--- config.mk ---
export PLATFORM = sky130hd
export DESIGN_NAME = sbc_interrupt_event_encoder
export DESIGN_NICKNAME = d
export VERILOG_FILES = /design/src/hw/sbc_irq_pkg.sv /design/src/hw/level_sync_if.sv /design/src/hw/level_sync.sv /design/src/hw/sbc_interrupt_event_encoder.sv
export SDC_FILE = /design/constraint.sdc
export NUM_CORES = 1
export LEC_CHECK = 0
export ABC_CLOCK_PERIOD_IN_PS = 1450
export BUFFER_PORTS_ARGS = -buffer_cell sky130_fd_sc_hd__buf_2
export CORE_MARGIN = 2
export CORE_UTILIZATION = 40
export CTS_CLUSTER_DIAMETER = 80
export CTS_CLUSTER_SIZE = 8
export DETAILED_ROUTE_END_ITERATION = 7
export PLACE_DENSITY_LB_ADDON = 0.08
export SYNTH_ARGS = -nofsm -noshare
export SYNTH_HDL_FRONTEND = slang
export SYNTH_SLANG_ARGS = --single-unit
export TNS_END_PERCENT = 30
--- constraint.sdc ---
create_clock -name ref_clk -period 1.45 [get_ports ref_clk]
set_input_delay 0.145 -clock ref_clk [delete_from_list [all_inputs] [get_ports ref_clk]]
set_output_delay 0.145 -clock ref_clk [all_outputs]
set_load 0.03 [all_outputs]
--- src/hw/sbc_irq_pkg.sv ---
// Constants, field layout and codes shared by the interrupt encoder files
package sbc_irq_pkg;

    // ---------------------------------------------------------------
    // Control word layout
    // ---------------------------------------------------------------
    localparam int          WORD_W       = 16;
    localparam int          MS_LSB       = 0;
    localparam int          CS_LSB       = 3;
    localparam logic [2:0]  MS_INVALID   = 3'h0;
    localparam logic [2:0]  MS_READ_ONLY = 3'h7;
    localparam logic [2:0]  CS_WAKE      = 3'h0;
    localparam logic [2:0]  CS_FAIL      = 3'h1;
    localparam logic [2:0]  CS_LINK      = 3'h2;

    // ---------------------------------------------------------------
    // Wake event register bits
    // ---------------------------------------------------------------
    localparam int CAN_WAKE_FLAG_BIT      = 6;
    localparam int WK_LIN_BIT      = 7;
    localparam int WK_FALL_BIT     = 8;
    localparam int WK_RISE_BIT     = 9;
    localparam int WK_PERIODIC_BIT = 10;
    localparam int WK_SUMMARY_BIT  = 11;

    // ---------------------------------------------------------------
    // Chip failure register bits
    // ---------------------------------------------------------------
    localparam int FL_HEAT_BIT  = 6;
    localparam int FL_CANOT_BIT = 7;
    localparam int FL_OT2_BIT   = 8;
    localparam int FL_UV3_BIT   = 9;
    localparam int FL_SPI_BIT   = 10;
    localparam int FL_RST_BIT   = 11;
    localparam int FL_WD_BIT    = 12;
    localparam int FL_UV2_BIT   = 13;
    localparam int FL_OC3_BIT   = 14;

    // ---------------------------------------------------------------
    // Link failure register bits
    // ---------------------------------------------------------------
    localparam int LK_CAN_LSB = 6;
    localparam int LK_BUS_BIT = 8;
    localparam int LK_LIN_LSB = 9;

    // ---------------------------------------------------------------
    // Masks and reset values
    // ---------------------------------------------------------------
    localparam logic [15:0] WAKE_EN_MASK = 16'h03c0;
    localparam logic [15:0] FAIL_EN_MASK = 16'h7fc0;
    localparam logic [15:0] LINK_EN_MASK = 16'h0340;
    localparam logic [15:0] WAKE_EN_RST  = WAKE_EN_MASK;
    localparam logic [15:0] FAIL_EN_RST  = FAIL_EN_MASK;
    localparam logic [15:0] LINK_EN_RST  = LINK_EN_MASK;
    localparam logic [15:0] STATUS_RST   = 16'h0000;

    // ---------------------------------------------------------------
    // Synchronised input vector
    // ---------------------------------------------------------------
    localparam int SYNC_W     = 12;
    localparam int SY_PIN     = 0;
    localparam int SY_HEAT    = 1;
    localparam int SY_CANOT   = 2;
    localparam int SY_OT2     = 3;
    localparam int SY_UV3     = 4;
    localparam int SY_UV2     = 5;
    localparam int SY_OC3     = 6;
    localparam int SY_BUS     = 7;
    localparam int SY_CAN_LSB = 8;
    localparam int SY_LIN_LSB = 10;

    typedef enum logic [1:0] {
        FAULT_NONE     = 2'h0,
        FAULT_TXD_LOW  = 2'h1,
        FAULT_RXD_HIGH = 2'h2,
        FAULT_TXD_RXD  = 2'h3
    } xcvr_fault_t;

endpackage

--- src/hw/level_sync_if.sv ---
// Carrier between an asynchronous level group and its synchroniser
`timescale 1ns/10ps
interface level_sync_if #(parameter int W = 1);
    logic [W-1:0] raw;
    logic [W-1:0] clean;
    modport sync (input raw, output clean);
    modport user (output raw, input clean);
endinterface

--- src/hw/level_sync.sv ---
// Two-stage synchroniser for a group of asynchronous levels
`timescale 1ns/10ps
module level_sync #(
    parameter int W = 1
) (
    input  wire logic       ref_clk,
    input  wire logic       resetn,
    level_sync_if.sync      lvl
);
    logic [W-1:0] meta_reg;
    logic [W-1:0] meta_next;
    logic [W-1:0] clean_reg;
    logic [W-1:0] clean_next;

    // First stage is read only by the second stage
    always_comb begin
        meta_next  = lvl.raw;
        clean_next = meta_reg;
    end

    always_ff @(posedge ref_clk) begin
        if (!resetn) begin
            meta_reg  <= '0;
            clean_reg <= '0;
        end else begin
            meta_reg  <= meta_next;
            clean_reg <= clean_next;
        end
    end

    assign lvl.clean = clean_reg;
endmodule

--- src/hw/sbc_interrupt_event_encoder.sv ---
// Interrupt enables, event status and interrupt pin of the basis chip
//
// What this block does
// - Interrupt pin held until matching register read
// - All enable bits are one after reset
// - Writing zero selects the opposite state
// - Wake register reports CAN wake events
// - Wake register reports LIN wake events
// - Wake pin edge select and edge report
// - Summary bit flags non-zero failure status registers
// - Main regulator heat warning enable and status
// - CAN and second regulator overheat pairs
// - Third supply undervoltage interrupts on both edges
// - Corrupted host frame enable and status
// - Reset info only in development mode
// - Watchdog setting error enable and status
// - Second supply undervoltage enable and status
// - Third supply overcurrent enable and status
// - CAN fault enable with 2-bit code
// - CAN bus failure enable and status
// - LIN fault enable with 2-bit code
// - Fault codes none, txd, rxd, txd-rxd
// - Bad frame sets fail bit, maybe interrupts
// - Register picked by 3-bit select field
`timescale 1ns/10ps
module sbc_interrupt_event_encoder (
    input  wire logic        ref_clk,
    input  wire logic        resetn,
    input  wire logic        frame_done,
    input  wire logic [15:0] frame_word,
    input  wire logic        frame_len_error,
    input  wire logic        mode_refused,
    input  wire logic        sw_dev_mode,
    input  wire logic        can_wake_evt,
    input  wire logic        lin_wake_evt,
    input  wire logic        periodic_wake_evt,
    input  wire logic        reset_info_evt,
    input  wire logic        watchdog_setting_error,
    input  wire logic        wake_input_pin,
    input  wire logic        main_supply_heat_warning,
    input  wire logic        can_transceiver_overheat,
    input  wire logic        second_supply_overheat,
    input  wire logic        third_supply_undervoltage,
    input  wire logic        second_supply_undervoltage,
    input  wire logic        third_supply_overcurrent,
    input  wire logic        can_bus_failure,
    input  wire logic [1:0]  can_fault_code,
    input  wire logic [1:0]  lin_fault_code,
    output wire logic        int_n,
    output wire logic [15:0] reply_word,
    output wire logic        reply_valid
);
    // ---------------------------------------------------------------
    // Synchronisers for analog and pin levels
    // ---------------------------------------------------------------
    level_sync_if #(.W(sbc_irq_pkg::SYNC_W)) sy ();

    assign sy.raw = {lin_fault_code, can_fault_code, can_bus_failure,
                     third_supply_overcurrent, second_supply_undervoltage,
                     third_supply_undervoltage, second_supply_overheat,
                     can_transceiver_overheat, main_supply_heat_warning,
                     wake_input_pin};

    level_sync #(.W(sbc_irq_pkg::SYNC_W)) u_sync (
        .ref_clk (ref_clk),
        .resetn  (resetn),
        .lvl     (sy)
    );

    // ---------------------------------------------------------------
    // State
    // ---------------------------------------------------------------
    logic [15:0] wk_en_reg,   wk_en_next;
    logic [15:0] fl_en_reg,   fl_en_next;
    logic [15:0] lk_en_reg,   lk_en_next;
    logic [15:0] wk_st_reg,   wk_st_next;
    logic [15:0] fl_st_reg,   fl_st_next;
    logic [15:0] lk_st_reg,   lk_st_next;
    logic [15:0] wk_pend_reg, wk_pend_next;
    logic [15:0] fl_pend_reg, fl_pend_next;
    logic [15:0] lk_pend_reg, lk_pend_next;
    logic [sbc_irq_pkg::SYNC_W-1:0] prev_reg, prev_next;
    logic        int_n_reg,   int_n_next;
    logic [15:0] reply_reg,   reply_next;
    logic        valid_reg,   valid_next;

    // Combinational helpers
    logic [2:0]  ms;
    logic [2:0]  cs;
    logic        corrupt;
    logic        frame_ok;
    logic        wr;
    logic        clr_wk;
    logic        clr_fl;
    logic        clr_lk;
    logic [sbc_irq_pkg::SYNC_W-1:0] s;
    logic [sbc_irq_pkg::SYNC_W-1:0] rise;
    logic [1:0]  can_code;
    logic [1:0]  lin_code;
    logic        can_new;
    logic        lin_new;
    logic [15:0] wk_set;
    logic [15:0] fl_set;
    logic [15:0] fl_irq;
    logic [15:0] lk_set;
    logic [15:0] lk_en_eff;
    logic [15:0] wk_out;
    logic [15:0] data_out;

    always_comb begin
        s        = sy.clean;
        rise     = s & ~prev_reg;
        ms       = frame_word[sbc_irq_pkg::MS_LSB +: 3];
        cs       = frame_word[sbc_irq_pkg::CS_LSB +: 3];
        can_code = s[sbc_irq_pkg::SY_CAN_LSB +: 2];
        lin_code = s[sbc_irq_pkg::SY_LIN_LSB +: 2];

        // Bad frame check
        // frame corruption detect
        corrupt  = frame_done & (frame_len_error | (ms == sbc_irq_pkg::MS_INVALID) | mode_refused);
        frame_ok = frame_done & ~corrupt;
        wr       = frame_ok & (ms != sbc_irq_pkg::MS_READ_ONLY);
        clr_wk   = frame_ok & (cs == sbc_irq_pkg::CS_WAKE);
        clr_fl   = frame_ok & (cs == sbc_irq_pkg::CS_FAIL);
        clr_lk   = frame_ok & (cs == sbc_irq_pkg::CS_LINK);

        // ---------------------------------------------------------------
        // Event vectors aligned to register bits
        // ---------------------------------------------------------------
        wk_set = 16'h0000;
        wk_set[sbc_irq_pkg::CAN_WAKE_FLAG_BIT]      = can_wake_evt;
        wk_set[sbc_irq_pkg::WK_LIN_BIT]      = lin_wake_evt;
        wk_set[sbc_irq_pkg::WK_RISE_BIT]     = rise[sbc_irq_pkg::SY_PIN];
        wk_set[sbc_irq_pkg::WK_FALL_BIT]     = ~s[sbc_irq_pkg::SY_PIN] & prev_reg[sbc_irq_pkg::SY_PIN];
        wk_set[sbc_irq_pkg::WK_PERIODIC_BIT] = periodic_wake_evt;

        // Failure status follows the level so a lasting fault stays visible after a read,
        // but only an edge of the level raises the pin, otherwise it could never be released.
        fl_set = 16'h0000;
        fl_irq = 16'h0000;
        fl_set[sbc_irq_pkg::FL_HEAT_BIT]  = s[sbc_irq_pkg::SY_HEAT];
        fl_irq[sbc_irq_pkg::FL_HEAT_BIT]  = rise[sbc_irq_pkg::SY_HEAT];
        fl_set[sbc_irq_pkg::FL_CANOT_BIT] = s[sbc_irq_pkg::SY_CANOT];
        fl_irq[sbc_irq_pkg::FL_CANOT_BIT] = rise[sbc_irq_pkg::SY_CANOT];
        fl_set[sbc_irq_pkg::FL_OT2_BIT]   = s[sbc_irq_pkg::SY_OT2];
        fl_irq[sbc_irq_pkg::FL_OT2_BIT]   = rise[sbc_irq_pkg::SY_OT2];
        fl_set[sbc_irq_pkg::FL_UV3_BIT]   = s[sbc_irq_pkg::SY_UV3];
        fl_irq[sbc_irq_pkg::FL_UV3_BIT]   = s[sbc_irq_pkg::SY_UV3] ^ prev_reg[sbc_irq_pkg::SY_UV3];
        fl_set[sbc_irq_pkg::FL_SPI_BIT]   = corrupt;
        fl_irq[sbc_irq_pkg::FL_SPI_BIT]   = corrupt;
        fl_set[sbc_irq_pkg::FL_RST_BIT]   = reset_info_evt & sw_dev_mode;
        fl_irq[sbc_irq_pkg::FL_RST_BIT]   = reset_info_evt & sw_dev_mode;
        fl_set[sbc_irq_pkg::FL_WD_BIT]    = watchdog_setting_error;
        fl_irq[sbc_irq_pkg::FL_WD_BIT]    = watchdog_setting_error;
        fl_set[sbc_irq_pkg::FL_UV2_BIT]   = s[sbc_irq_pkg::SY_UV2];
        fl_irq[sbc_irq_pkg::FL_UV2_BIT]   = rise[sbc_irq_pkg::SY_UV2];
        fl_set[sbc_irq_pkg::FL_OC3_BIT]   = s[sbc_irq_pkg::SY_OC3];
        fl_irq[sbc_irq_pkg::FL_OC3_BIT]   = rise[sbc_irq_pkg::SY_OC3];

        can_new = (can_code != sbc_irq_pkg::FAULT_NONE) &&
                  (can_code != prev_reg[sbc_irq_pkg::SY_CAN_LSB +: 2]);
        lin_new = (lin_code != sbc_irq_pkg::FAULT_NONE) &&
                  (lin_code != prev_reg[sbc_irq_pkg::SY_LIN_LSB +: 2]);
        lk_set = 16'h0000;
        lk_set[sbc_irq_pkg::LK_BUS_BIT]   = s[sbc_irq_pkg::SY_BUS];

        // One enable bit covers both code bits of a transceiver
        // CAN and LIN fault enable
        lk_en_eff = lk_en_reg;
        lk_en_eff[sbc_irq_pkg::LK_CAN_LSB + 1] = lk_en_reg[sbc_irq_pkg::LK_CAN_LSB];
        lk_en_eff[sbc_irq_pkg::LK_LIN_LSB + 1] = lk_en_reg[sbc_irq_pkg::LK_LIN_LSB];

        // ---------------------------------------------------------------
        // Enables
        // ---------------------------------------------------------------
        wk_en_next = wk_en_reg;
        fl_en_next = fl_en_reg;
        lk_en_next = lk_en_reg;
        if (wr && (cs == sbc_irq_pkg::CS_WAKE)) begin
            wk_en_next = frame_word & sbc_irq_pkg::WAKE_EN_MASK;
        end
        if (wr && (cs == sbc_irq_pkg::CS_FAIL)) begin
            fl_en_next = frame_word & sbc_irq_pkg::FAIL_EN_MASK;
        end
        if (wr && (cs == sbc_irq_pkg::CS_LINK)) begin
            lk_en_next = frame_word & sbc_irq_pkg::LINK_EN_MASK;
        end

        // ---------------------------------------------------------------
        // Status and pending, a new event wins over the read clear
        // ---------------------------------------------------------------
        // clear after read
        wk_st_next   = (clr_wk ? 16'h0000 : wk_st_reg) | wk_set;
        fl_st_next   = (clr_fl ? 16'h0000 : fl_st_reg) | fl_set;
        lk_st_next   = (clr_lk ? 16'h0000 : lk_st_reg) | lk_set;
        if (can_new || (can_code != sbc_irq_pkg::FAULT_NONE)) begin
            lk_st_next[sbc_irq_pkg::LK_CAN_LSB +: 2] = can_code;
        end
        if (lin_new || (lin_code != sbc_irq_pkg::FAULT_NONE)) begin
            lk_st_next[sbc_irq_pkg::LK_LIN_LSB +: 2] = lin_code;
        end

        wk_pend_next = (clr_wk ? 16'h0000 : wk_pend_reg) | (wk_set & wk_en_reg);
        fl_pend_next = (clr_fl ? 16'h0000 : fl_pend_reg) | (fl_irq & fl_en_reg);
        lk_pend_next = clr_lk ? 16'h0000 : lk_pend_reg;
        lk_pend_next[sbc_irq_pkg::LK_BUS_BIT] = lk_pend_next[sbc_irq_pkg::LK_BUS_BIT] |
            (rise[sbc_irq_pkg::SY_BUS] & lk_en_eff[sbc_irq_pkg::LK_BUS_BIT]);
        lk_pend_next[sbc_irq_pkg::LK_CAN_LSB] = lk_pend_next[sbc_irq_pkg::LK_CAN_LSB] |
            (can_new & lk_en_eff[sbc_irq_pkg::LK_CAN_LSB]);
        lk_pend_next[sbc_irq_pkg::LK_LIN_LSB] = lk_pend_next[sbc_irq_pkg::LK_LIN_LSB] |
            (lin_new & lk_en_eff[sbc_irq_pkg::LK_LIN_LSB]);

        int_n_next = ~(|wk_pend_next | |fl_pend_next | |lk_pend_next);

        prev_next = s;

        // ---------------------------------------------------------------
        // Reply word
        // ---------------------------------------------------------------
        wk_out = wk_st_reg;
        wk_out[sbc_irq_pkg::WK_SUMMARY_BIT] = |fl_st_reg | |lk_st_reg;
        case (cs)
            sbc_irq_pkg::CS_WAKE: begin
                data_out = wk_out;
            end
            sbc_irq_pkg::CS_FAIL: begin
                data_out = fl_st_reg;
            end
            sbc_irq_pkg::CS_LINK: begin
                data_out = lk_st_reg;
            end
            default: begin
                data_out = 16'h0000;
            end
        endcase
        data_out[sbc_irq_pkg::CS_LSB +: 3] = cs;
        data_out[sbc_irq_pkg::MS_LSB +: 3] = 3'h0;

        // A bad frame repeats the former reply
        reply_next = frame_ok ? data_out : reply_reg;
        valid_next = frame_done;
    end

    always_ff @(posedge ref_clk) begin
        if (!resetn) begin
            wk_en_reg   <= sbc_irq_pkg::WAKE_EN_RST;
            fl_en_reg   <= sbc_irq_pkg::FAIL_EN_RST;
            lk_en_reg   <= sbc_irq_pkg::LINK_EN_RST;
            wk_st_reg   <= sbc_irq_pkg::STATUS_RST;
            fl_st_reg   <= sbc_irq_pkg::STATUS_RST;
            lk_st_reg   <= sbc_irq_pkg::STATUS_RST;
            wk_pend_reg <= 16'h0000;
            fl_pend_reg <= 16'h0000;
            lk_pend_reg <= 16'h0000;
            prev_reg    <= '0;
            int_n_reg   <= 1'b1;
            reply_reg   <= 16'h0000;
            valid_reg   <= 1'b0;
        end else begin
            wk_en_reg   <= wk_en_next;
            fl_en_reg   <= fl_en_next;
            lk_en_reg   <= lk_en_next;
            wk_st_reg   <= wk_st_next;
            fl_st_reg   <= fl_st_next;
            lk_st_reg   <= lk_st_next;
            wk_pend_reg <= wk_pend_next;
            fl_pend_reg <= fl_pend_next;
            lk_pend_reg <= lk_pend_next;
            prev_reg    <= prev_next;
            int_n_reg   <= int_n_next;
            reply_reg   <= reply_next;
            valid_reg   <= valid_next;
        end
    end

    assign int_n       = int_n_reg;
    assign reply_word  = reply_reg;
    assign reply_valid = valid_reg;
endmodule

==> results of run 1 <==
-- worst max-delay path, stage by stage, from the launching register on --
cell and delay (ns):
sky130_fd_sc_hd__dfxtp_1 0.32, sky130_fd_sc_hd__nor3_2 0.23, sky130_fd_sc_hd__buf_4 0.14, sky130_fd_sc_hd__a21oi_1 0.04, sky130_fd_sc_hd__nor4_2 0.33, sky130_fd_sc_hd__o2111ai_2 0.18, sky130_fd_sc_hd__o41ai_2 0.20
-- metal layers --
layer	vias up	part of all wire (%)	global-route usage [%]
li1	1827	-	-
met1	1677	49	24.8
met2	69	44	27.5
met3	22	4.1	5.67
met4	0	2.4	9.27
met5	-	0	0
-- what timing repair did --
action                     in CTS  in global routing
hold endpoints to repair       27                  0
gates resized for setup         5                  4
setup endpoints to repair       1                  1
hold buffers                   22                  0
pin swaps                       4                  1
-- power groups by stage --
| stage | Clock [mW] | Sequential, mW | Combinational (mW) |
|---|---|---|---|
| detailed placement | 0 | 3.92 | 0.514 |
| CTS | 4.29 | 3.84 | 0.567 |
| finish | 4.18 | 3.84 | 0.567 |
| global placement | 0 | 3.91 | 0.507 |
| global route | 4.44 | 3.85 | 0.626 |
| floorplan | 0 | 3.91 | 0.296 |
-- metrics by stage --
step	power, mW	worst slack, ns	cells	hold WS (ns)
finish	8.59	-0.0920	730	0.0340
global route	8.91	-0.199	730	0.0341
CTS	8.70	-0.101	730	0.0123
detailed placement	4.43	-0.220	676	0.355
global placement	4.42	-0.236	676	0.351
floorplan	4.20	-0.00167	473	0.267
-- final cells by class --
cell class,instances,area (sq um)
Sequential cell,133,2660
Fill cell,1068,5250
Clock buffer,21,460
Tap cell,143,179
Clock inverter,11,128
Multi-Input combinational cell,305,1930
Timing Repair Buffer,112,793
Inverter,5,18.8
-- kinds of logic after synthesis --
| family | after synthesis | synth area share [%] |
|---|---|---|
| AO/OA/AOI/OAI | 73 | 11.0 |
| XOR/XNOR | 1 | 0.188 |
| buffers and inverters | 35 | 3.32 |
| flip-flops | 133 | 57.0 |
| multiplexers | 12 | 2.57 |
| other | 1 | 0.0803 |
| AND/OR/NAND/NOR | 215 | 25.8 |
-- placed cells by master (no fill, tap or decap), drive strengths merged, types with 2 or more instances in the layout --
cell type	synthesis	layout
nor3	3	3
o41ai	2	2
nand2b	3	3
a31oi	2	2
bufinv	0	2
nand3	23	23
a21boi	16	16
nor2	5	5
nor2b	24	24
inv	5	5
and3	32	32
o21ai	9	9
conb	1	4
dfxtp	133	133
mux2i	12	12
buf	10	90
a31o	2	2
nand3b	8	8
clkbuf	20	21
nand4	4	4
nand2	55	55
nor3b	3	3
nor4	12	12
a211oi	2	2
a21oi	13	13
o2bb2ai	2	2
dlygate4sd3	0	22
and2	41	41
a21o	7	7
clkinvlp	0	3
clkinv	0	6
a22oi	13	13
-- how the worst max path moves through the flow --
stage                          from      endpoint  slack (ns)  depth (start not counted)
global placement    fl_pend_reg[10]         int_n       -0.24                          6
global route         fl_pend_reg[1]         int_n       -0.20                          5
detailed placement   fl_pend_reg[7]         int_n       -0.22                          5
CTS                 wk_pend_reg[15]         int_n       -0.10                          4
finish              fl_pend_reg[10]         int_n       -0.09                          6
floorplan             frame_word[0]  lk_en_reg[6]      -0.002                          7
==> impl_summary.txt, run 1 <==
----------------------------------------------------
[Routing]
  Initial DRT Pass Iterations ... 4
  Total vias in the final route ... 3595
  Detail-routed via count per cell ... 4.92
  Wirelength, routed ... 10800 um
  Drt first-iter violations ... ~180
  Avg WL per Cell ... 14.8 um
  DRC Markers ... 0
  Remaining antenna violation count ... 0

[Floorplan]
  X dimension of the die ... 112 um
  Number of rows in the core area ... 39
  Die boundary height ... approximately 110 um
  Starting utilization of the core area ... 40.9%
  Area enclosed by the die boundary ... 12600 sq um
  Floorplan Core Area ... 11400 sq um
  I/O pin cnt ... 57

[Final layout]
  Share of layout cells above drive strength 1 ... between 20% and 30%
  Area growth from synthesis to final layout ... 32.2%
  Net count reported at finish ... 613
  Number of antenna repair diodes ... 0
  Post-layout instance area ... between 6000 and 7000 sq um
  Finished Core Util ... 54.1%

[Synth]
  Primary FF master, synth ... sky130_fd_sc_hd__dfxtp_1
  Most numerous cell types in the synthesized netlist ... sky130_fd_sc_hd__dfxtp_1 (133), sky130_fd_sc_hd__nand2_1 (55), sky130_fd_sc_hd__and2_1 (40), sky130_fd_sc_hd__and3_1 (32), sky130_fd_sc_hd__nor2b_1 (24)
  Largest cells by area after synthesis ... sky130_fd_sc_hd__dfxtp_1 (57%), sky130_fd_sc_hd__and2_1 (5.4%), sky130_fd_sc_hd__nand2_1 (4.4%)
  Combined area of all synthesized cells ... 4670 sq um
  Synth Register Bits ... 133
  Post-synth ARST share ... 0%
  Most common cell in the synthesized netlist ... sky130_fd_sc_hd__dfxtp_1
  Avg Inst Size Synth ... 9.93 sq um
  Area share of the largest cell type after synthesis ... 57.0%
  Post-synthesis instance total ... 470
  Cell type with the highest aggregate area in the netlist ... sky130_fd_sc_hd__dfxtp_1
  Number of distinct library cells after synthesis ... 43
  Number of flops mapped to enable cells by yosys ... 0
  Yosys warning total ... 0
  Sequential share of the synthesized area ... 57.0%

[Global routing]
  Overall track demand over capacity in global routing ... 18.6%
  Global-route wire length before repair ... 17900 um
  Pin count of the biggest net entering global routing ... roughly 40
  Initial antenna violation count ... 0
  Vias in the first global route ... 3509
  Global-route congestion overflow total ... 0

[Hold path]
  WHS Path Cells ... 3
  Class of the most critical hold timing path ... input pin to flop
  Worst min-delay path startpoint ... sw_dev_mode
  WHS Endpoint ... fl_st_reg[11]

[Clocking]
  Clock-pin transition on the worst setup and hold timing paths ... 0.06 ns
  Number of buffers inserted to repair setup after CTS ... 0
  Clock tree buffer depth ... 2
  Number of sinks on the clock net ... about 130
  Clock tree from TritonCTS ... done
  Clock latency at the later pin of the worst-skew pair ... 0.42 ns
  Clock tree root driver cell ... sky130_fd_sc_hd__clkbuf_16
  Maximum level of the CTS H-tree ... 4
  Number of clock buffers inserted by TritonCTS ... 17

[Timing]
  Number of failing hold endpoints at the final stage ... 0
  Post-layout min period ... 1.54 ns
  Max Clock Freq ... 649 MHz
  Crit path setup slack, layout ... -0.0920 ns
  Actual transition at the worst max-transition pin ... between 0.5 and 0.6 ns
  Worst-case clock skew ... between 0.006 and 0.007 ns
  Final count of negative-setup-slack endpoints ... 1
  Relative slew margins ... 61.8%
  RSZ-0062 raised after global routing ... true
  Total negative slack ... -0.0920 ns
  Portion of the clock cycle consumed by the worst path in the final layout ... 106%
  Final number of max-transition violations ... 0

[Placement]
  Placed cell area ... 5320 sq um
  Placer congestion estimate ... 0.796
  Half-perimeter wire length after placement ... between 7000 and 8000 um
  Count of input and output buffers ... 51

[Critical path]
  Required time of the critical path ... about 1.8 ns
  Startpoint class of the critical path ... flop
  R2r setup slk ... -0.09 ns
  R2R cell count ... 6
  Crit path max fanout ... 2
  Worst setup path class ... flop to flop
  Critical register-to-register path startpoint ... fl_pend_reg[10]
  Terminus of the critical flop-to-flop path ... int_n
  Element type at the critical path end ... flop
  Data arrival at the endpoint of the critical path ... 1.87 ns

[Power]
  Static Leakage ... 2.79 nW
  Total power divided by cell area ... 1390 nW/um^2
  Comb power frac ... 6.6%
  Net switching power of the design ... 1.92 mW
  Clock share of power ... 48.7%
  Switching Fraction ... 22.3%
  Worst-case vdd ir drop ... 1050 uV
  Relative contribution of sequential cells to total power ... 44.7%
  Internal power summed over all cells ... between 6 and 7 mW

[Flow run]
  Max-cap check violation count ... 0

[Status]
  Violated checks ... setup timing
  Outcome ... complete, but fails checks

----------------------------------------------------
Power figures use the tool's default switching activity.
==> run 2, diff against run 1 <==
--- a/config.mk
+++ b/config.mk
@@ -7,10 +7,12 @@
 export LEC_CHECK = 0
 export ABC_CLOCK_PERIOD_IN_PS = 1450
 export BUFFER_PORTS_ARGS = -buffer_cell sky130_fd_sc_hd__buf_2
+export CELL_PAD_IN_SITES_DETAIL_PLACEMENT = 1
+export CELL_PAD_IN_SITES_GLOBAL_PLACEMENT = 1
 export CORE_MARGIN = 2
 export CORE_UTILIZATION = 40
 export CTS_CLUSTER_DIAMETER = 80
-export CTS_CLUSTER_SIZE = 8
+export CTS_CLUSTER_SIZE = 12
 export DETAILED_ROUTE_END_ITERATION = 7
 export PLACE_DENSITY_LB_ADDON = 0.08
 export SYNTH_ARGS = -nofsm -noshare
==> run 2 against run 1 <==
Against the previous run: the run still ends with setup timing left; worst setup slack got worse by 0.046 ns; sequential share of layout area barely moved; global-route usage rose by 2.4 points; non-clock buffer count rose by 2; register-to-register slack got worse by 0.05 ns; sequential cell count did not move; clock skew fell by 0.0026 ns; first-iteration DRC count fell by 3.8%; via count rose by 3.1%; critical path depth fell by 2; count of clock-buffer cells in the layout did not move; die area did not move; critical endpoint unchanged; largest cell class unchanged.
==> impl_summary.txt, run 2 (same netlist as run 1, synthesis figures left out) <==
----------------------------------------------------
[Status]
  Outcome ... complete, but fails checks
  Violated checks ... setup timing

[Final layout]
  Net count reported at finish ... 615
  Finished Core Util ... 54.1%
  Finished Layout Cells ... between 700 and 800
  Most common cell after layout, fill and taps aside ... sky130_fd_sc_hd__dfxtp_1
  Number of antenna repair diodes ... 0
  Area growth from synthesis to final layout ... 32.3%
  Commonest non-fill, non-tap cells in the layout ... sky130_fd_sc_hd__dfxtp_1 (133), sky130_fd_sc_hd__nand2_1 (55), sky130_fd_sc_hd__buf_2 (51)
  Share of layout cells above drive strength 1 ... 23.3%

[Placement]
  Placer congestion estimate ... 0.869
  Worst slack at placement ... -0.276 ns
  Count of input and output buffers ... 51
  Cell Count Post-Placement ... 679
  Half-perimeter wire length after placement ... a little under 9000 um

[Critical path]
  Cell type group with the largest total delay on the critical path ... simple AND/OR/NAND/NOR gates
  Crit path max fanout ... 3
  Required time of the critical path ... 1.77 ns
  Element type at the critical path end ... flop
  CP Cell Sequence ... or4_4, nor4_4, o2111ai_1, o41ai_2
  Cell type of the slowest stage on the worst timing path ... sky130_fd_sc_hd__or4_4
  Number of buffers and inverters on the critical path ... 0
  Data arrival at the endpoint of the critical path ... between 1.5 and 2 ns
  Startpoint class of the critical path ... flop
  Slowest stage delay, CP ... 0.58 ns
  Worst setup path class ... flop to flop

[Global routing]
  Global-route congestion overflow total ... 0
  Global-route wire length before repair ... 20400 um
  Initial antenna violation count ... 0
  Overall track demand over capacity in global routing ... 21.0%
  Pin count of the biggest net entering global routing ... 39
  Vias in the first global route ... 3989

[Clocking]
  Clock tree buffer depth ... 2
  Clock tree root driver cell ... sky130_fd_sc_hd__clkbuf_16
  Number of sinks on the clock net ... between 100 and 150
  Clock latency at the later pin of the worst-skew pair ... 0.42 ns
  Number of clock buffers inserted by TritonCTS ... 17
  Clock-pin transition on the worst setup and hold timing paths ... 0.06 ns
  Maximum level of the CTS H-tree ... 4
  Clock tree from TritonCTS ... done

[Routing]
  Drt first-iter violations ... 177
  DRC Markers ... 0
  Remaining antenna violation count ... 0
  Initial DRT Pass Iterations ... 4
  Wirelength, routed ... 12300 um
  Detail-routed via count per cell ... 5.08
  Avg WL per Cell ... 16.8 um
  Total vias in the final route ... 3706

[Timing]
  Relative slew margins ... 48.3%
  Actual transition at the worst max-transition pin ... between 0.7 and 0.8 ns
  Post-layout min period ... 1.59 ns
  RSZ-0062 raised after global routing ... true
  Crit path setup slack, layout ... -0.138 ns
  Final number of max-transition violations ... 0
  Number of failing hold endpoints at the final stage ... 0
  Final count of negative-setup-slack endpoints ... 1
  Portion of the clock cycle consumed by the worst path in the final layout ... 109%
  Worst-case clock skew ... 0.00380 ns
  Max Clock Freq ... 630 MHz

[Power]
  Total power divided by cell area ... roughly 1400 nW/um^2
  Worst-case vdd ir drop ... 1010 uV
  Static Leakage ... 2.80 nW

[Hold path]
  Class of the most critical hold timing path ... input pin to flop

[Floorplan]
  X dimension of the die ... 112 um
  Die boundary height ... 112 um
  Area enclosed by the die boundary ... ~13000 sq um
  Starting utilization of the core area ... 40.9%
  Number of rows in the core area ... 39
  Floorplan Core Area ... 11400 sq um
  I/O pin cnt ... 57

[Flow run]
  Max-cap check violation count ... 0

----------------------------------------------------
run 2: changes by cell type in the layout (fill, tap and decap cells not counted), moves of 2 or more:
cell / previous run / this run
sky130_fd_sc_hd__buf_4: 37 / 39
sky130_fd_sc_hd__clkinvlp_4: 3 / 1
sky130_fd_sc_hd__clkinv_2: 2 / 4
sky130_fd_sc_hd__clkinv_4: 4 / 2
run 2: layout make-up:
| cell class | instances | area, sq um |
|---|---|---|
| fillers | 1284 | 5240 |
| inverters | 5 | 18.8 |
| flip-flops and latches | 133 | 2660 |
| clock inverters | 9 | 105 |
| repair buffers | 114 | 818 |
| well taps | 143 | 179 |
| clock buffers | 21 | 460 |
| multi-input cells | 305 | 1930 |
run 2: worst reg2reg max path, delay by kind of cell (launching register included):
family           cells  cell delay, ns
AND/OR/NAND/NOR      2            0.81
flip-flops           1            0.30
AO/OA/AOI/OAI        2            0.38
run 2: path summary, 6_finish.rpt:
check                             from                   to  slack, ns  depth (start not counted)
setup / recovery       wk_pend_reg[15]                int_n      -0.14                          4
setup reg to reg       wk_pend_reg[15]                int_n      -0.14                          4
hold / removal             sw_dev_mode        fl_st_reg[11]       0.03                          3
hold reg to reg   u_sync.clean_next[6]  u_sync.lvl.clean[6]       0.43                          1
run 2: per-stage QoR:
stage / power [mW] / TNS, ns / area (sq um) / hold slack, ns
after CTS: 8.61 / -0.141 / 6150 / 0.0144
after floorplan: 4.20 / -0.00500 / 4710 / 0.267
after global routing: 8.86 / -0.212 / 6180 / 0.0163
after detailed placement: 4.45 / -6.60 / 5360 / 0.355
final: 8.55 / -0.138 / 6180 / 0.0316
after global placement: 4.43 / -5.32 / 5360 / 0.351
run 2: what timing repair did:
item,CTS,global route
buffers inserted,0,0
endpoints found under the setup margin,1,2
endpoints found under the hold margin,23,0
resized for setup,3,5
hold buffers,21,0
pin swaps,1,1
run 2: where the power goes:
group	switching, mW	internal (mW)	total [mW]	leakage (nW)
Combinational	0.298	0.291	0.588	1.44
Sequential	0.0715	3.77	3.84	1.09
Clock	1.53	2.59	4.12	0.279
run 2: layer usage:
| layer | global-route usage (%) | part of all wire (%) |
|---|---|---|
| met1 | 25.5 | 46 |
| met2 | 35.2 | 49 |
| met3 | 6.10 | 3.1 |
| met4 | 8.70 | 2.0 |
| met5 | 0 | 0 |
